**config.mk**
```make
export PLATFORM = sky130hd
export DESIGN_NAME = dhc_debug_ctl
export DESIGN_NICKNAME = d
export VERILOG_FILES = /design/src/logic/dhc_pkg.sv /design/src/logic/dhc_sync.sv /design/src/logic/dhc_rst_seq.sv /design/src/logic/dhc_debug_ctl.sv
export SDC_FILE = /design/constraint.sdc
export NUM_CORES = 1
export LEC_CHECK = 0
export BUFFER_PORTS_ARGS = -buffer_cell sky130_fd_sc_hd__buf_2
export CORE_MARGIN = 10
export CORE_UTILIZATION = 35
export CTS_CLUSTER_DIAMETER = 50
export CTS_CLUSTER_SIZE = 25
export DETAILED_ROUTE_END_ITERATION = 10
export PLACE_DENSITY = 0.7
export SETUP_SLACK_MARGIN = 0.5
export SYNTH_ARGS = -nofsm -noshare
export SYNTH_HDL_FRONTEND = slang
export SYNTH_HIERARCHICAL = 1
export SYNTH_SLANG_ARGS = --single-unit
```
**constraint.sdc**
```tcl
create_clock -name ref_clk -period 5.5 [get_ports ref_clk]
set_clock_uncertainty 0.1 [all_clocks]
set_input_delay 0.275 -clock ref_clk [delete_from_list [all_inputs] [get_ports ref_clk]]
set_output_delay 0.275 -clock ref_clk [all_outputs]
set_load 0.02 [all_outputs]
```
**src/logic/dhc_pkg.sv**
```systemverilog
package dhc_pkg;
	// Register byte offsets on the slave port
	localparam logic [3:0] DHC_OFS_CTL = 4'h0;
	localparam logic [3:0] DHC_OFS_IRQ_STAT = 4'h4;
	localparam logic [3:0] DHC_OFS_IRQ_MASK = 4'h8;
	localparam int DHC_ADDR_W = 4;
	localparam int DHC_DATA_W = 32;

	// Field positions in debug_control
	localparam int DHC_CTL_HALT = 7;
	localparam int DHC_CTL_BREAKPOINT_ENABLE = 6;
	localparam int DHC_CTL_ACKEN = 5;
	localparam int DHC_CTL_RSVD_HI = 4;
	localparam int DHC_CTL_RSVD_LO = 1;
	localparam int DHC_CTL_SELFRST = 0;
	localparam logic [7:0] DHC_CTL_RESET = 8'h00;

	// Interrupt status and mask layout
	localparam int DHC_IRQ_W = 2;
	localparam int DHC_IRQ_BRK = 0;
	localparam int DHC_IRQ_RSTDONE = 1;
	localparam logic [DHC_IRQ_W-1:0] DHC_IRQ_RESET = 2'h0;

	// Acknowledge byte sent to the debug host on a breakpoint halt
	localparam logic [7:0] DHC_ACK_BYTE = 8'hff;

	// Length of the self-initiated core reset, in system clock cycles
	localparam int unsigned DHC_RST_CYCLES_DEF = 64;
	localparam int unsigned DHC_RST_CYCLES_MIN = 8;
	localparam int unsigned DHC_RST_CYCLES_MAX = 65535;
	localparam int DHC_RST_CNT_W = 16;
endpackage

```
**src/logic/dhc_sync.sv**
```systemverilog
`timescale 1ns/1ps
`default_nettype none
module dhc_sync import dhc_pkg::*; #(
	parameter int WIDTH = 1
) (
	input wire logic ref_clk,
	input wire logic resetn,
	input wire logic [WIDTH-1:0] async_in,
	output logic [WIDTH-1:0] sync_out
);
	logic [WIDTH-1:0] meta_ff;
	logic [WIDTH-1:0] sync_ff;

	// Two stages; only the second stage is visible to the rest of the block
	always_ff @(posedge ref_clk or negedge resetn) begin
		if (!resetn) begin
			meta_ff <= '0;
			sync_ff <= '0;
		end else begin
			meta_ff <= async_in;
			sync_ff <= meta_ff;
		end
	end

	assign sync_out = sync_ff;
endmodule
`default_nettype wire

```
**src/logic/dhc_rst_seq.sv**
```systemverilog
`timescale 1ns/1ps
`default_nettype none
module dhc_rst_seq import dhc_pkg::*; #(
	parameter int unsigned CYCLES = DHC_RST_CYCLES_DEF
) (
	input wire logic ref_clk,
	input wire logic resetn,
	input wire logic start,
	output logic busy,
	output logic done
);
	localparam logic [DHC_RST_CNT_W-1:0] LAST = DHC_RST_CNT_W'(CYCLES - 1);

	// A zero or oversized length would wrap the counter
	if (CYCLES < 1 || CYCLES > DHC_RST_CYCLES_MAX) begin : g_bad_cycles
		$error("CYCLES out of range");
	end

	logic busy_ff;
	logic [DHC_RST_CNT_W-1:0] cnt_ff;
	wire at_end = busy_ff & (cnt_ff == LAST);

	// Holds busy for exactly CYCLES clocks; a start while busy is ignored
	always_ff @(posedge ref_clk or negedge resetn) begin
		if (!resetn) begin
			busy_ff <= 1'b0;
			cnt_ff <= '0;
		end else begin
			if (at_end) begin
				busy_ff <= 1'b0;
			end else if (start & ~busy_ff) begin
				busy_ff <= 1'b1;
			end
			cnt_ff <= busy_ff ? cnt_ff + 1'b1 : '0;
		end
	end

	// Done marks the last busy cycle, so a flag cleared by it falls on the same edge as busy
	assign busy = busy_ff;
	assign done = at_end;
endmodule
`default_nettype wire

```
**src/logic/dhc_debug_ctl.sv**
```systemverilog
`timescale 1ns/1ps
`default_nettype none
// Operation
// Writing one to the halt bit puts the device into debug state.
// In debug state the core fetches nothing and idles until released.
// Writing zero to the halt bit lets the core resume execution.
// Halt bit sets itself when a breakpoint opcode decodes with breakpoints enabled.
// With read protection active, zero writes to halt are ignored; reset only clears.
// Halt bit reads one in debug state and zero in normal running.
// Bits four down to one of the control register always read zero.
// Writing one to self-reset resets the device but spares the debugger.
// Self-reset bit returns to zero once its reset has completed.
// With breakpoints disabled the breakpoint signal is ignored, opcode acts as no-op.
// Enabled breakpoint signal from the core enters debug state and idles core.
// With acknowledge enabled, a breakpoint halt sends one all-ones byte to host.
// Breakpoint enable resets to zero, so breakpoints start disabled.
module dhc_debug_ctl import dhc_pkg::*; #(
	parameter int unsigned RST_CYCLES = DHC_RST_CYCLES_DEF
) (
	input wire logic ref_clk,
	input wire logic resetn,
	input wire logic [DHC_ADDR_W-1:0] avs_address,
	input wire logic avs_read,
	input wire logic avs_write,
	input wire logic [DHC_DATA_W-1:0] avs_writedata,
	input wire logic [3:0] avs_byteenable,
	output logic [DHC_DATA_W-1:0] avs_readdata,
	output logic avs_waitrequest,
	input wire logic core_brk_decoded,
	output logic core_halt,
	output logic core_reset,
	input wire logic read_protect_option,
	output logic ack_valid,
	output logic [7:0] ack_data,
	input wire logic ack_ready,
	output logic irq
);
	// Refuse sequence lengths the counter or the checks cannot serve
	if (RST_CYCLES < DHC_RST_CYCLES_MIN || RST_CYCLES > DHC_RST_CYCLES_MAX) begin : g_bad_len
		$error("RST_CYCLES out of range");
	end

	logic wait_ff;
	logic [DHC_DATA_W-1:0] rdata_ff;
	logic halt_ff;
	logic breakpoint_enable_ff;
	logic acken_ff;
	logic selfrst_ff;
	logic ack_valid_ff;
	logic [DHC_IRQ_W-1:0] stat_ff;
	logic [DHC_IRQ_W-1:0] mask_ff;
	logic irq_ff;
	logic rp_sync;
	logic seq_busy;
	logic seq_done;

	// Read protection arrives from the option pins, outside this clock
	dhc_sync #(
		.WIDTH(1)
	) u_rp_sync (
		.ref_clk(ref_clk),
		.resetn(resetn),
		.async_in(read_protect_option),
		.sync_out(rp_sync)
	);

	// Address decode and transfer acceptance
	wire req = avs_read | avs_write;
	wire sel_ctl = (avs_address == DHC_OFS_CTL);
	wire sel_stat = (avs_address == DHC_OFS_IRQ_STAT);
	wire sel_mask = (avs_address == DHC_OFS_IRQ_MASK);
	wire acc_wr = avs_write & ~wait_ff;
	wire lane0 = avs_byteenable[0];
	wire ctl_wr = acc_wr & sel_ctl & lane0;
	wire stat_wr = acc_wr & sel_stat & lane0;
	wire mask_wr = acc_wr & sel_mask & lane0;
	wire [7:0] wbyte = avs_writedata[7:0];

	// Control register image; reserved field is hard zero
	wire [7:0] ctl_image = {halt_ff, breakpoint_enable_ff, acken_ff, 4'h0, selfrst_ff};

	// Read mux; unmapped offsets read as zero
	wire [DHC_DATA_W-1:0] rd_mux =
		sel_ctl ? {24'h0, ctl_image} :
		sel_stat ? {30'h0, stat_ff} :
		sel_mask ? {30'h0, mask_ff} : 32'h0;

	// Breakpoint qualification: only honoured with breakpoints enabled
	wire brk_hit = core_brk_decoded & breakpoint_enable_ff;
	wire halt_set = brk_hit | (ctl_wr & wbyte[DHC_CTL_HALT]);
	wire halt_clr = ctl_wr & ~wbyte[DHC_CTL_HALT] & ~rp_sync;
	wire nxt_halt = halt_set | (halt_ff & ~halt_clr);

	// Self-reset start; a second one while running is ignored
	wire rst_start = ctl_wr & wbyte[DHC_CTL_SELFRST] & ~selfrst_ff;

	// Acknowledge byte: a new halt wins over the host taking the old one
	wire ack_set = brk_hit & acken_ff;
	wire nxt_ack_valid = ack_set | (ack_valid_ff & ~ack_ready);

	// Sticky events; a new event wins over a write-one-to-clear
	wire [DHC_IRQ_W-1:0] ev = {seq_done, brk_hit};
	wire [DHC_IRQ_W-1:0] w1c = stat_wr ? wbyte[DHC_IRQ_W-1:0] : '0;
	wire [DHC_IRQ_W-1:0] nxt_stat = ev | (stat_ff & ~w1c);

	// One-cycle wait state on every access: waitrequest drops on the second cycle
	always_ff @(posedge ref_clk or negedge resetn) begin
		if (!resetn) begin
			wait_ff <= 1'b1;
			rdata_ff <= '0;
		end else begin
			wait_ff <= ~(req & wait_ff);
			if (avs_read & wait_ff) begin
				rdata_ff <= rd_mux;
			end
		end
	end

	// Halt state drives the core stall directly, so no fetch slips through
	always_ff @(posedge ref_clk or negedge resetn) begin
		if (!resetn) begin
			halt_ff <= DHC_CTL_RESET[DHC_CTL_HALT];
		end else begin
			halt_ff <= nxt_halt;
		end
	end

	// Enable bits keep their value across a self-reset, as the debugger is spared
	always_ff @(posedge ref_clk or negedge resetn) begin
		if (!resetn) begin
			breakpoint_enable_ff <= DHC_CTL_RESET[DHC_CTL_BREAKPOINT_ENABLE];
			acken_ff <= DHC_CTL_RESET[DHC_CTL_ACKEN];
		end else if (ctl_wr) begin
			breakpoint_enable_ff <= wbyte[DHC_CTL_BREAKPOINT_ENABLE];
			acken_ff <= wbyte[DHC_CTL_ACKEN];
		end
	end

	// Self-reset bit stays high until the sequencer reports the end
	always_ff @(posedge ref_clk or negedge resetn) begin
		if (!resetn) begin
			selfrst_ff <= DHC_CTL_RESET[DHC_CTL_SELFRST];
		end else if (seq_done) begin
			selfrst_ff <= 1'b0;
		end else if (rst_start) begin
			selfrst_ff <= 1'b1;
		end
	end

	// Core reset pulse generator; the debugger logic here is never reset by it
	dhc_rst_seq #(
		.CYCLES(RST_CYCLES)
	) u_rst_seq (
		.ref_clk(ref_clk),
		.resetn(resetn),
		.start(rst_start),
		.busy(seq_busy),
		.done(seq_done)
	);

	// Acknowledge holding stage toward the serial transmitter
	always_ff @(posedge ref_clk or negedge resetn) begin
		if (!resetn) begin
			ack_valid_ff <= 1'b0;
		end else begin
			ack_valid_ff <= nxt_ack_valid;
		end
	end

	// Interrupt status, mask and registered level output
	always_ff @(posedge ref_clk or negedge resetn) begin
		if (!resetn) begin
			stat_ff <= DHC_IRQ_RESET;
			mask_ff <= DHC_IRQ_RESET;
			irq_ff <= 1'b0;
		end else begin
			stat_ff <= nxt_stat;
			if (mask_wr) begin
				mask_ff <= wbyte[DHC_IRQ_W-1:0];
			end
			irq_ff <= |(nxt_stat & (mask_wr ? wbyte[DHC_IRQ_W-1:0] : mask_ff));
		end
	end

	// Outputs straight from flops, except ack_data, which is the constant DHC_ACK_BYTE
	assign avs_waitrequest = wait_ff;
	assign avs_readdata = rdata_ff;
	assign core_halt = halt_ff;
	assign core_reset = seq_busy;
	assign ack_valid = ack_valid_ff;
	assign ack_data = DHC_ACK_BYTE;
	assign irq = irq_ff;
endmodule
`default_nettype wire

```
Word-level counts from Yosys, hierarchy flattened
Index checks and enable logic that the tools add are counted.
{ "totals": {"ff_bits": 62, "input_bits": 47, "output_inout_bits": 45, "elab_cells": 68} }
{ "classes": {"n_addsub": 1, "eq_ne": 3, "n_mux": 10, "bitwise_logic": 36, "reduce_logical": 4} }
{ "op_table": {"columns": ["cell", "n"], "rows": [
  ["$and A1 B1 Y1", 20],
  ["$add A16 B1 Y16 const B", 1],
  ["$eq A16 B6 Y1 const B", 1],
  ["$mux W16", 1],
  ["$mux W2", 4],
  ["$mux W8", 1],
  ["$not A1 Y1", 8],
  ["$and A2 B2 Y2", 2],
  ["$eq A4 B3 Y1 const B", 1],
  ["$eq A4 B4 Y1 const B", 1],
  ["$logic_not A4 Y1", 1],
  ["$mux W1", 4],
  ["$or A1 B1 Y1", 4],
  ["$reduce_bool A2 Y1", 2],
  ["$not A2 Y2", 1],
  ["$or A2 B2 Y2", 1],
  ["$reduce_or A2 Y1", 1]
]} }

Depth between registers and ports, before layout
Gate-level depths: netlist of run 1.
{ "logic_depth": {"word_depth": 10, "ltp_mapped": 6, "ltp_nobuf": 6} }

Hierarchy
The synthesis of run 1 kept the hierarchy.
{ "by_module_without_submodules": {"columns": ["mod", "instances", "cells_each", "area_each_um2", "seq_area_each_um2"], "rows": [
  ["dhc_debug_ctl", 1, 93, 974.7, 401.6],
  ["dhc_rst_seq", 1, 89, 854.6, 425.4],
  ["dhc_sync", 1, 2, 50.0, 50.0]
]} }

Least setup slack after synthesis of run 1
OpenSTA, ideal clock, no wires.
{ "synth_timing": {"kind": "register to register", "from": "reg u_rst_seq.cnt_ff[13]", "to": "reg irq_ff (netlist: irq)", "setup_time_ns": 0.065, "arrival_time_ns": 1.732, "required_time_ns": 5.335, "slack_ns": 3.603, "path_stages_with_launch": 6, "path_buffers": 0, "synth_period_minus_slack_ns": 1.897, "path_cell_list": "dfrtp_1 or4_1 or4_1 nor3_1 a21o_1 a22o_1"} }
{ "synth_via": {"elab_chain_len": 5} }
{ "synth_rtl": {"columns": ["element", "line", "source"], "rows": [
  ["start: declaration", "dhc_rst_seq.sv:20", "logic [DHC_RST_CNT_W-1:0] cnt_ff;"],
  ["start signal: assignment", "dhc_rst_seq.sv:34", "cnt_ff <= busy_ff ? cnt_ff + 1'b1 : '0;"],
  ["$eq A16 B6 Y1", "dhc_rst_seq.sv:21", "wire at_end = busy_ff & (cnt_ff == LAST);"],
  ["$and A1 B1 Y1", "dhc_rst_seq.sv:21", null],
  ["net seq_done", "dhc_debug_ctl.sv:55", "logic seq_done;"],
  ["$or A2 B2 Y2", "dhc_debug_ctl.sv:104", "wire [DHC_IRQ_W-1:0] nxt_stat = ev | (stat_ff & ~w1c);"],
  ["net nxt_stat[1]", "dhc_debug_ctl.sv:104", null],
  ["$and A2 B2 Y2", "dhc_debug_ctl.sv:181", "irq_ff <= |(nxt_stat & (mask_wr ? wbyte[DHC_IRQ_W-1:0] : mask_ff));"],
  ["$reduce_or A2 Y1", "dhc_debug_ctl.sv:181", null],
  ["end signal: assignment", "dhc_debug_ctl.sv:181", null],
  ["end: declaration", "dhc_debug_ctl.sv:52", "logic irq_ff;"]
]} }
The timed path passes the listed nets, and every way through them passes these cells.
A chain may end at the register's enable or synchronous reset.

Worst setup path in the final report of run 1
{ "layout_timing": {"from": "reg u_rst_seq.cnt_ff[2]", "to": "reg irq_ff (netlist: irq)"} }
Same word-level chain as after synthesis.

==> qor_table.md, run 1 <==
| Metric | Reported |
| --- | --- |
| Post-Place Cells | 274 |
| Pwr Density | 276 nW/um2 |
| Placeable core region | 5170 um2 |
| Worst path required time | 5630 ps |
| Post-synthesis register bit count | 35 |
| GRT Residual Overflow | 0 |
| Critical Path Fanout Max | 17 |
| Placed Instance Area | 1940 um2 |
| Clock power share | 40.4% |
| H-tree depth | 2 |
| Area occupied by registers | 877 um2 |
| Synth Area in Simple Gates | 18.8% |
| Antenna violations before repair | 0 |
| DRC errors left | 0 |
| CP cell instances | nand4_1, or2_2, nor3_1, a21o_1, a22o_1 |
| Wire length of the first global-routing pass | 5880 um |
| Largest net degree at the start of global routing | 36 |
| Number of warnings issued by yosys | 6 |
| I/O pin count | 92 |
| Pre-Repair DR Iteration Count | 4 |
| Overall global routing resource usage | 8.14% |
| Final-stage net count | 261 |
| Post-Synthesis Cell Area | 1880 um2 |
| Fin. Hold Viols | 0 |
| Starting Density | 36.3% |
| Share of the synthesized netlist area taken by xor and xnor gates | 1.40% |
| Arr. time, crit path | 2250 ps |
| Buffers inserted during post-CTS setup optimization | 0 |
| Tcrit/Tclk final | 38.5% |
| Status | complete, no violations |
| End of the worst hold path | avs_waitrequest$_DFF_PN1_ |
| Startpoint of the tightest hold check path | avs_read |
| Endpoint of the worst-slack reg-to-reg timing path | irq$_DFF_PN0_ |
| Share of layout cells above drive strength 1 | 20.6% |
| Complex-gate fraction of the synthesized area | 10.6% |
| Multi-input gate area | 817 um2 |
| Area growth from synthesis to final layout | 10.4% |
| Post-route antenna net violation count | 0 |
| Detailed placer's ending HPWL | 2740 um |
| DRC violation total after the first TritonRoute iteration | 30 |
| Gate count of the mapped netlist | 184 |
| Final WL | 3580 um |
| Total net switching power | 0.000150 W |
| Pin slew with the least headroom to its limit | 763 ps |
| Switching portion of total power | 26.2% |
| Final worst path period need | 2120 ps |
| Critical path type | register to register |
| Filler Cell Count | 505 |
| Sequential fraction of the synthesis area | 46.7% |
| Mux contribution to synthesized area | 5.06% |
| Element type at the critical path start | register |
| # port buffers | 26 |
| RSZ-0062 raised after global routing | no |
| Worst hold path cell count | 2 |
| Maximum cell stage delay along the critical path | 500 ps |
| CTS Sinks | 35 |
| CTS buffer count | 5 |
| Diodes inserted | 0 |
| Syn_area_per_cell | 10.2 um2 |
| Critical Path End Type | register |
| Height of the die | 93.3 um |
| Number of buffers on the longest clock path | 2 |
| Max-slew violations | 0 |
| Internal power contribution | 0.000423 W |
| Remaining max-slew budget at the tightest pin | 49.2% |
| Slowest cell on crit path | sky130_fd_sc_hd__nand4_1 |
| Peak supply drop | 0.0000986 V |
| Setup slack of the worst register-to-register path | 3380 ps |
| Worst reg2reg startpoint | u_rst_seq/cnt_ff[2]$_DFF_PN0_ |
| Adder and majority gate portion of the synthesized area | 0.666% |
| TritonCTS clock tree | done |
| Main combinational cell family by area after synthesis | simple AND/OR/NAND/NOR gates |
| Non-filler instance count after layout | 284 |
| Root buf cell | sky130_fd_sc_hd__clkbuf_8 |
| Number of global-route vias before repair | 1,271 |
| Yosys cell types | 39 |
| R2r worst-path depth | 5 |
| Flop pwr share | 48.2% |
| Number of violations of the max-capacitance limit | 0 |
| Count of vias placed by the detailed router | 1,323 |
| Combinational group share of total power | 11.5% |
| Leakage power of the design | 0.945 nW |
| Sum of negative setup slack | 0 ps |
| Pre-CTS setup slack | 3420 ps |
| Setup slack after layout | 3380 ps |
| Horiz. Die Dim | 93.3 um |
| Average vias per placed instance | 4.66 |
| Num rows | 26 |
| Clock input transition at the sequential cells of the worst setup and hold paths | 70 ps |
| Final count of negative-setup-slack endpoints | 0 |
| Placer's final routability congestion estimate | 0.809 |
| Post-route design area | 2070 um2 |
| HP Class | input pin to register |
| Post-DR wirelength/cell | 12.6 um |
| Clock latency on the worst-skew pair | 290 ps |
| Die area | 8700 um2 |
| Timing-limited maximum frequency | 472 MHz |
-- routing by layer --
layer	global-route usage [%]	up-vias	share of wire, %
li1	-	638	-
met3	4.56	5	13
met1	9.40	633	42
met4	2.19	0	0.67
met2	12.7	47	45
met5	0	-	0
-- Yosys cell counts --
cell	number	share of area (%)
sky130_fd_sc_hd__and3b_1	1	0.47
sky130_fd_sc_hd__a21o_1	1	0.40
sky130_fd_sc_hd__inv_1	8	1.6
sky130_fd_sc_hd__a21oi_1	8	2.1
sky130_fd_sc_hd__nand4_1	4	1.3
sky130_fd_sc_hd__and3b_2	1	0.53
sky130_fd_sc_hd__buf_4	35	14
sky130_fd_sc_hd__or2_2	1	0.33
sky130_fd_sc_hd__mux2i_1	5	2.7
sky130_fd_sc_hd__or4_1	7	2.8
sky130_fd_sc_hd__xor2_1	2	0.93
sky130_fd_sc_hd__o21ai_0	7	1.9
sky130_fd_sc_hd__clkbuf_1	3	0.60
sky130_fd_sc_hd__nor2b_1	1	0.33
sky130_fd_sc_hd__o32a_1	1	0.53
sky130_fd_sc_hd__nand3_1	8	2.1
sky130_fd_sc_hd__a32oi_1	1	0.47
sky130_fd_sc_hd__dfrtp_1	34	45
sky130_fd_sc_hd__a22oi_1	1	0.40
sky130_fd_sc_hd__a22o_1	6	2.8
sky130_fd_sc_hd__buf_2	1	0.27
sky130_fd_sc_hd__nand3_2	1	0.53
sky130_fd_sc_hd__nor3_1	2	0.53
sky130_fd_sc_hd__nand2b_1	3	1.0
sky130_fd_sc_hd__conb_1	2	0.40
sky130_fd_sc_hd__nor2_1	5	1.0
sky130_fd_sc_hd__nor4b_4	1	1.3
sky130_fd_sc_hd__nor3b_1	1	0.40
sky130_fd_sc_hd__dfstp_2	1	1.4
sky130_fd_sc_hd__xnor2_1	1	0.47
sky130_fd_sc_hd__nand3b_1	1	0.40
sky130_fd_sc_hd__nand2_1	11	2.2
sky130_fd_sc_hd__and2_1	1	0.33
sky130_fd_sc_hd__nor3_4	1	0.87
sky130_fd_sc_hd__o31ai_1	5	2.0
sky130_fd_sc_hd__nor4_1	4	1.3
sky130_fd_sc_hd__or3_1	3	1.0
sky130_fd_sc_hd__ha_1	1	0.67
sky130_fd_sc_hd__mux2_2	4	2.4
-- final cells by class --
cell class	instances	share of cell area, %
Tap cell	70	4.22
Inverter	8	1.45
Clock inverter	3	2.11
Timing Repair Buffer	28	7.24
Multi-Input combinational cell	135	39.4
Clock buffer	5	3.32
Sequential cell	35	42.3
-- state kept, by name, indices dropped and copies added, names as in the netlist --
signal / cells
irq: 1
selfrst_ff: 1
u_rst_seq/cnt_ff: 16
mask_ff: 2
u_rst_seq/busy: 1
breakpoint_enable_ff: 1
u_rp_sync/meta_ff: 1
core_halt: 1
stat_ff: 2
u_rp_sync/sync_out: 1
ack_valid: 1
avs_readdata: 5
acken_ff: 1
avs_waitrequest: 1
-- worst max-delay path, delay by kind of cell (launching register included) --
| family | cells | cell delay, ps |
|---|---|---|
| AND/OR/NAND/NOR | 3 | 1290 |
| flip-flops | 1 | 420 |
| AO/OA/AOI/OAI | 2 | 260 |
-- placed cells by master (no fill, tap or decap), types with 2 or more instances in the layout --
| cell type | netlist | layout |
|---|---|---|
| sky130_fd_sc_hd__inv_1 | 8 | 8 |
| sky130_fd_sc_hd__dlygate4sd3_1 | 0 | 2 |
| sky130_fd_sc_hd__or4_1 | 7 | 7 |
| sky130_fd_sc_hd__nor4_1 | 4 | 4 |
| sky130_fd_sc_hd__conb_1 | 2 | 35 |
| sky130_fd_sc_hd__o21ai_0 | 7 | 7 |
| sky130_fd_sc_hd__a22o_1 | 6 | 6 |
| sky130_fd_sc_hd__or3_1 | 3 | 3 |
| sky130_fd_sc_hd__a21oi_1 | 8 | 8 |
| sky130_fd_sc_hd__mux2_2 | 4 | 4 |
| sky130_fd_sc_hd__xor2_1 | 2 | 2 |
| sky130_fd_sc_hd__buf_2 | 1 | 26 |
| sky130_fd_sc_hd__clkbuf_8 | 0 | 5 |
| sky130_fd_sc_hd__mux2i_1 | 5 | 5 |
| sky130_fd_sc_hd__nand2b_1 | 3 | 3 |
| sky130_fd_sc_hd__nand3_1 | 8 | 8 |
| sky130_fd_sc_hd__nand4_1 | 4 | 4 |
| sky130_fd_sc_hd__nor2_1 | 5 | 5 |
| sky130_fd_sc_hd__nand2_1 | 11 | 11 |
| sky130_fd_sc_hd__nor3_1 | 2 | 2 |
| sky130_fd_sc_hd__dfrtp_1 | 34 | 34 |
| sky130_fd_sc_hd__o31ai_1 | 5 | 5 |
-- kinds of logic after synthesis --
logic type                 Yosys count
DFF                                 35
buffers and inverters               47
and+or+nand+nor                     57
muxes                                9
xor gates and xnor gates             3
other                                2
AOI/OAI and AO/OA                   30
adders and majority gates            1
-- what timing repair did --
item / 4_1_cts / 5_1_grt
hold buffers: 2 / 0
endpoints found under the hold margin: 35 / 0
gates resized for setup: 0 / 0
-- power groups by stage --
| stage | combinational [W] | clock, W | sequential, W |
|---|---|---|---|
| global placement | 0.0000642 | 0 | 0.000281 |
| CTS | 0.0000658 | 0.000242 | 0.000276 |
| finish | 0.0000658 | 0.000232 | 0.000276 |
| global route | 0.0000724 | 0.000251 | 0.000278 |
| detailed placement | 0.0000645 | 0 | 0.000282 |
| floorplan | 0.0000557 | 0 | 0.000286 |
-- per-stage QoR --
step / power [W] / hold slack (ps) / utilization, %
2_1_floorplan: 0.000342 / -121 / -
3_3_place_gp: 0.000345 / 234 / 37.5
3_5_place_dp: 0.000346 / 239 / 37.5
4_1_cts: 0.000584 / 35.7 / 40.1
5_1_grt: 0.000601 / 55.0 / 40.1
6_report: 0.000573 / 48.4 / 40.1
-- worst max path at each step --
| stage | start | to | cells after the start |
|---|---|---|---|
| 3_5_place_dp | u_rst_seq/cnt_ff[2]$_DFF_PN0_ | irq$_DFF_PN0_ | 5 |
| 2_1_floorplan | u_rst_seq/cnt_ff[13]$_DFF_PN0_ | irq$_DFF_PN0_ | 5 |
| 3_3_place_gp | u_rst_seq/cnt_ff[2]$_DFF_PN0_ | irq$_DFF_PN0_ | 5 |
| 4_1_cts | u_rst_seq/cnt_ff[2]$_DFF_PN0_ | irq$_DFF_PN0_ | 5 |
| 6_report | u_rst_seq/cnt_ff[2]$_DFF_PN0_ | irq$_DFF_PN0_ | 5 |
| 5_1_grt | u_rst_seq/cnt_ff[2]$_DFF_PN0_ | irq$_DFF_PN0_ | 5 |
Note: power is estimated with default switching activity, not from simulation.
==> inputs of run 2 (changes only) <==
--- a/config.mk
+++ b/config.mk
@@ -11,7 +11,7 @@
 export CTS_CLUSTER_DIAMETER = 50
 export CTS_CLUSTER_SIZE = 25
 export DETAILED_ROUTE_END_ITERATION = 10
-export PLACE_DENSITY = 0.7
+export PLACE_DENSITY = 0.72
 export SETUP_SLACK_MARGIN = 0.5
 export SYNTH_ARGS = -nofsm -noshare
 export SYNTH_HDL_FRONTEND = slang
==> constraint.sdc (replaced) <==
create_clock -name ref_clk -period 1.8 [get_ports ref_clk]
set_clock_uncertainty 0.1 [all_clocks]
set_input_delay 0.09 -clock ref_clk [delete_from_list [all_inputs] [get_ports ref_clk]]
set_output_delay 0.09 -clock ref_clk [all_outputs]
set_load 0.02 [all_outputs]
==> run 2 against run 1 <==
Compared with the run above: the run now ends with negative setup slack left; non-clock buffer count is 37 higher; count of clock-buffer cells in the layout is 1 higher; via count is 15% higher; sequential cell count stayed put; largest cell class is now multi-input gates; largest power group unchanged.
==> qor_table.md, run 2 (synthesized netlist as in run 1, its figures left out) <==
| Metric | Reported |
| --- | --- |
| Status | finished with violations |
| Failing checks | negative setup slack |
| Largest net degree at the start of global routing | 36 |
| Die area | 8700 um2 |
| Count of vias placed by the detailed router | 1,519 |
| Startpoint of the tightest hold check path | avs_address[0] |
| I/O pin count | 92 |
| Worst path required time | 1930 ps |
| Worst setup path startpoint | u_rst_seq/cnt_ff[13]$_DFF_PN0_ |
| Num rows | 26 |
| Area growth from synthesis to final layout | 40.7% |
| Worst reg2reg startpoint | u_rst_seq/cnt_ff[13]$_DFF_PN0_ |
| Leading cell types in the layout, fill and taps excluded | sky130_fd_sc_hd__conb_1 (35), sky130_fd_sc_hd__dfrtp_1 (33), sky130_fd_sc_hd__buf_2 (25), sky130_fd_sc_hd__buf_4 (18), sky130_fd_sc_hd__dlygate4sd3_1 (11) |
| HP Class | input pin to register |
| Area occupied by registers | 878 um2 |
| Post-route antenna net violation count | 0 |
| Slowest cell on crit path | sky130_fd_sc_hd__or4_4 |
| Detailed placer's ending HPWL | 3080 um |
| Diodes inserted | 0 |
| H-tree depth | 2 |
| Final worst path period need | 1920 ps |
| # port buffers | 26 |
| Number of buffers on the longest clock path | 2 |
| Peak supply drop | 0.000273 V |
| DRC violation total after the first TritonRoute iteration | 51 |
| CP cell instances | or4_4, or4_4, nor3_4, a21o_1, a22o_1 |
| TritonCTS clock tree | done |
| Design Power | 0.00183 W |
| Uppermost layer routed | met4 |
| RSZ-0062 raised after global routing | yes |
| Critical Path Fanout Max | 2 |
| Pwr Density | 692 nW/um2 |
| Met3 Wirelength | 412 um |
| Remaining max-slew budget at the tightest pin | 50.0% |
| Arr. time, crit path | 2050 ps |
| Setup slack after layout | -125 ps |
| Multi-input gate area | 1030 um2 |
| Antenna violations before repair | 0 |
| Filler Cell Count | 442 |
| Height of the die | 93.3 um |
| Register name with the most flops | u_rst_seq/cnt_ff |
| Overall global routing resource usage | 9.87% |
| Final-stage net count | 298 |
| DRC errors left | 0 |
| Clock input transition at the sequential cells of the worst setup and hold paths | 70 ps |
| Routed length on met1 | 1700 um |
| Number of global-route vias before repair | 1,500 |
| Number of violations of the max-capacitance limit | 0 |
| Pin slew with the least headroom to its limit | 750 ps |
| Met2 wire len | 2460 um |
| Pre-Repair DR Iteration Count | 4 |
| Share of layout cells above drive strength 1 | 42.2% |
| Most frequent standard cell in the layout excluding fill and tap cells | sky130_fd_sc_hd__conb_1 |
| Critical Path End Type | register |
| GRT Residual Overflow | 0 |
| Tcrit/Tclk final | 107% |
| Wire length of the first global-routing pass | 7060 um |
| Horiz. Die Dim | 93.3 um |
| Average vias per placed instance | 4.73 |
| Final count of negative-setup-slack endpoints | 4 |
| Timing-limited maximum frequency | 520 MHz |
| Share of the core filled with cells in the final layout | 51.1% |
| Number of flip-flops under the largest register name | 16 |
| Fin. Hold Viols | 0 |
| Pre-CTS setup slack | -132 ps |
| Placer's final routability congestion estimate | 0.783 |
| Starting Density | 36.3% |
| CTS Sinks | 35 |
| Cell occurring most often along the worst timing path | sky130_fd_sc_hd__or4_4 |
| Final WL | 4620 um |
| Clock latency on the worst-skew pair | 280 ps |
| Placeable core region | 5170 um2 |
| Critical path type | register to register |
| Maximum cell stage delay along the critical path | 520 ps |
| Max-slew violations | 0 |
| Element type at the critical path start | register |
| Root buf cell | sky130_fd_sc_hd__clkbuf_8 |
| Leakage power of the design | 1.24 nW |
| CTS buffer count | 5 |
| Post-DR wirelength/cell | 14.4 um |
==> run 2: cell types whose count changed in the layout (fill, tap and decap cells not counted), sizes merged <==
cell         before  now
clkinvlp          0    1
clkinv            2    1
dlygate4sd3       2   11
inv               8    7
buf              26   54
clkbuf            5    6
==> run 2: area by class of cell <==
type,instances,area share (%)
Clock buffer,6,3.12
Multi-Input combinational cell,135,38.9
Clock inverter,2,1.32
Inverter,8,1.28
Tap cell,70,3.31
Timing Repair Buffer,65,18.8
Sequential cell,35,33.2
==> run 2: what timing repair did <==
action | 4_1_cts | 5_1_grt
cloned | 0 | 0
pin swaps | 15 | 11
hold endpoints to repair | 43 | 0
endpoints found under the setup margin | 22 | 26
hold buffers | 11 | 0
resized for setup | 16 | 26
buffers inserted | 15 | 4
==> run 2: power breakdown <==
part           internal, W  switching, W  leakage, nW  total [W]
registers         0.000825     0.0000219        0.461   0.000846
clock network     0.000448      0.000272       0.0612   0.000719
logic            0.0000980      0.000166        0.717   0.000264
total              0.00137      0.000459         1.24    0.00183
==> run 2: critical path: cells and delay by family, from the launching register on <==
kind / cells / cell delay (ps)
simple gates: 3 / 1160
flops: 1 / 380
compound gates: 2 / 240
==> run 2: worst paths after layout <==
kind	slack (ps)	cells after the start	to
max	-120	5	irq$_DFF_PN0_
min	140	3	avs_readdata[0]$_DFFE_PN0P_
max reg2reg	-120	5	irq$_DFF_PN0_
min reg2reg	250	0	u_rp_sync/sync_out$_DFF_PN0_
max in group asynchronous	770	2	u_rst_seq/cnt_ff[6]$_DFF_PN0_
min in group asynchronous	300	2	ack_valid$_DFF_PN0_
==> run 2: through the flow <==
| step | instance area (um2) | cells | setup TNS [ps] | hold WS, ps |
|---|---|---|---|---|
| after global routing | 2650 | 321 | -494 | 155 |
| after CTS | 2500 | 317 | -349 | 141 |
| after floorplan | 2110 | 217 | -74.9 | -306 |
| final | 2650 | 321 | -295 | 142 |
| after detailed placement | 2100 | 283 | -309 | 99.8 |
| after global placement | 2100 | 283 | -182 | 92.7 |
==> run 2: layer usage <==
layer / vias to the layer above / track usage (%)
met1: 740 / 10.3
li1: 716 / -
met2: 56 / 17.7
met5: - / 0
met4: 0 / 3.34
met3: 7 / 3.76
==> inputs of run 3 (changes only) <==
--- a/config.mk
+++ b/config.mk
@@ -12,7 +12,6 @@
 export CTS_CLUSTER_SIZE = 25
 export DETAILED_ROUTE_END_ITERATION = 10
 export PLACE_DENSITY = 0.72
-export SETUP_SLACK_MARGIN = 0.5
 export SYNTH_ARGS = -nofsm -noshare
 export SYNTH_HDL_FRONTEND = slang
 export SYNTH_HIERARCHICAL = 1
==> run 3 against run 2 <==
Compared with the run above: die area stayed put; final cell count is 3.1% lower; critical path depth stayed put; worst setup slack worse by 46 ps; largest power group unchanged; core utilization is 5.9 points lower; power is 1.9% lower; the run still ends with negative setup slack left; non-clock buffer count is 10 lower; global-route usage is 0.23 points lower; first-iteration DRC count is 7.8% higher; critical path type unchanged; count of clock-buffer cells in the layout stayed put.
==> qor_table.md, run 3 (synthesized netlist as in run 1, its figures left out) <==
| Metric | Reported |
| --- | --- |
| Overall global routing resource usage | 9.64% |
| H-tree depth | 2 |
| GRT Residual Overflow | 0 |
| Register name with the most flops | u_rst_seq/cnt_ff |
| Arr. time, crit path | 2100 ps |
| Placed Instance Area | 2050 um2 |
| Tcrit/Tclk final | 109% |
| Pre-CTS setup slack | -176 ps |
| Area growth from synthesis to final layout | 24.6% |
| TritonCTS clock tree | done |
| Maximum cell stage delay along the critical path | 530 ps |
| Num rows | 26 |
| Final worst path period need | 1970 ps |
| CTS Sinks | 35 |
| Element type at the critical path start | register |
| Critical path type | register to register |
| Placeable core region | 5170 um2 |
| Diodes inserted | 0 |
| Most frequent standard cell in the layout excluding fill and tap cells | sky130_fd_sc_hd__conb_1 |
| Clock latency on the worst-skew pair | 290 ps |
| Number of flip-flops under the largest register name | 16 |
| Kind of cell adding the most delay to the critical path | simple AND/OR/NAND/NOR gates |
| Peak supply drop | 0.000299 V |
| Average vias per placed instance | 4.68 |
| Post-route antenna net violation count | 0 |
| Pre-Repair DR Iteration Count | 4 |
| DRC errors left | 0 |
| HP Class | input pin to register |
| Post-DR wirelength/cell | 13.4 um |
| Pwr Density | 766 nW/um2 |
| Number of global-route vias before repair | 1,437 |
| Clock input transition at the sequential cells of the worst setup and hold paths | 70 ps |
| RSZ-0062 raised after global routing | yes |
| Failing checks | negative setup slack |
| Post-Place Cells | 287 |
| Leading cell types in the layout, fill and taps excluded | sky130_fd_sc_hd__conb_1 (35), sky130_fd_sc_hd__dfrtp_1 (34), sky130_fd_sc_hd__buf_2 (26), sky130_fd_sc_hd__buf_4 (17), sky130_fd_sc_hd__dlygate4sd3_1 (12) |
| Filler Cell Count | 488 |
| Slowest cell on crit path | sky130_fd_sc_hd__or4_1 |
| Wire length of the first global-routing pass | 6910 um |
| Max-slew violations | 0 |
| I/O pin count | 92 |
| Antenna violations before repair | 0 |
| Height of the die | 93.3 um |
| Critical Path End Type | register |
| Timing-limited maximum frequency | 507 MHz |
| Number of violations of the max-capacitance limit | 0 |
| Count of buffer and inverter cells on the critical path | 0 |
| Post-route design area | 2340 um2 |
| Setup slack after layout | -171 ps |
| Detailed placer's ending HPWL | 3020 um |
| Starting Density | 36.3% |
| Non-filler instance count after layout | 311 |
| DRC violation total after the first TritonRoute iteration | 55 |
| Remaining max-slew budget at the tightest pin | 49.1% |
| Final count of negative-setup-slack endpoints | 4 |
| Worst path required time | 1930 ps |
| Die area | 8700 um2 |
| Status | finished with violations |
| CTS buffer count | 5 |
| Count of vias placed by the detailed router | 1,457 |
| Pin slew with the least headroom to its limit | 764 ps |
| # port buffers | 26 |
| Fin. Hold Viols | 0 |
| Largest net degree at the start of global routing | 36 |
| Placer's final routability congestion estimate | 0.827 |
| Number of buffers on the longest clock path | 2 |
| Root buf cell | sky130_fd_sc_hd__clkbuf_8 |
| Critical Path Fanout Max | 2 |
| Share of layout cells above drive strength 1 | 28.2% |
| Final WL | 4180 um |
| Final-stage net count | 288 |
| Horiz. Die Dim | 93.3 um |
| CP cell instances | or4_1, or4_4, nor3_4, a21o_1, a22o_1 |
| Leakage power of the design | 1.08 nW |
-- run 3: cell types whose count changed in the layout (fill, tap and decap cells not counted), sizes merged --
| cell | previous run | this run |
|---|---|---|
| clkinvlp | 1 | 0 |
| inv | 7 | 8 |
| buf | 54 | 43 |
| dlygate4sd3 | 11 | 12 |
-- run 3: what timing repair did --
item / CTS / global route
setup buffers: 1 / 3
gates resized for setup: 2 / 4
pin swaps: 0 / 2
hold endpoints to repair: 43 / 0
hold buffers: 12 / 0
endpoints found under the setup margin: 4 / 10
-- run 3: through the flow --
step	TNS (ps)	hold slack [ps]	util, %	power (W)
after floorplan	-74.9	-306	-	0.00105
after global placement	-269	99.3	39.6	0.00106
after detailed placement	-398	102	39.6	0.00106
after CTS	-526	126	44.5	0.00181
after global routing	-763	144	45.3	0.00189
final	-586	140	45.3	0.00179
-- run 3: cell type report --
type / instances / area [um2] / area share, %
clock inverters: 2 / 35.0 / 1.50
well taps: 70 / 87.6 / 3.74
inverters: 8 / 30.0 / 1.28
clock buffers: 6 / 82.6 / 3.53
repair buffers: 55 / 378 / 16.1
flip-flops and latches: 35 / 877 / 37.4
multi-input cells: 135 / 852 / 36.4
-- run 3: routing by layer --
layer  share of wire [%]  track usage, %  wire (um)
met1                  37            10.2       1540
met2                  51            16.8       2120
met3                  12            4.40        489
met4                0.84            2.70         35
met5                   0               0          0
-- run 3: worst reg2reg max path, stage by stage, from the launching register on --
cell and delay (ps):
sky130_fd_sc_hd__dfrtp_1 390, sky130_fd_sc_hd__or4_1 530, sky130_fd_sc_hd__or4_4 450, sky130_fd_sc_hd__nor3_4 190
sky130_fd_sc_hd__a21o_1 130, sky130_fd_sc_hd__a22o_1 120
-- run 3: final timing paths --
check / start / to / slack [ps] / cells after the start
worst max-delay path: u_rst_seq/cnt_ff[13]$_DFF_PN0_ / irq$_DFF_PN0_ / -170 / 5
worst min register to register: u_rp_sync/meta_ff$_DFF_PN0_ / u_rp_sync/sync_out$_DFF_PN0_ / 250 / 0
min in group asynchronous: resetn / avs_readdata[1]$_DFFE_PN0P_ / 320 / 2
worst max register to register: u_rst_seq/cnt_ff[13]$_DFF_PN0_ / irq$_DFF_PN0_ / -170 / 5
max in group asynchronous: resetn / ack_valid$_DFF_PN0_ / 780 / 2
worst min-delay path: avs_address[0] / avs_readdata[0]$_DFFE_PN0P_ / 140 / 3
-- run 3: power breakdown --
part	switching [W]	internal (W)	leakage [nW]	total [W]
clock network	0.000275	0.000448	0.0612	0.000723
logic	0.000151	0.0000756	0.559	0.000227
registers	0.0000206	0.000825	0.463	0.000845
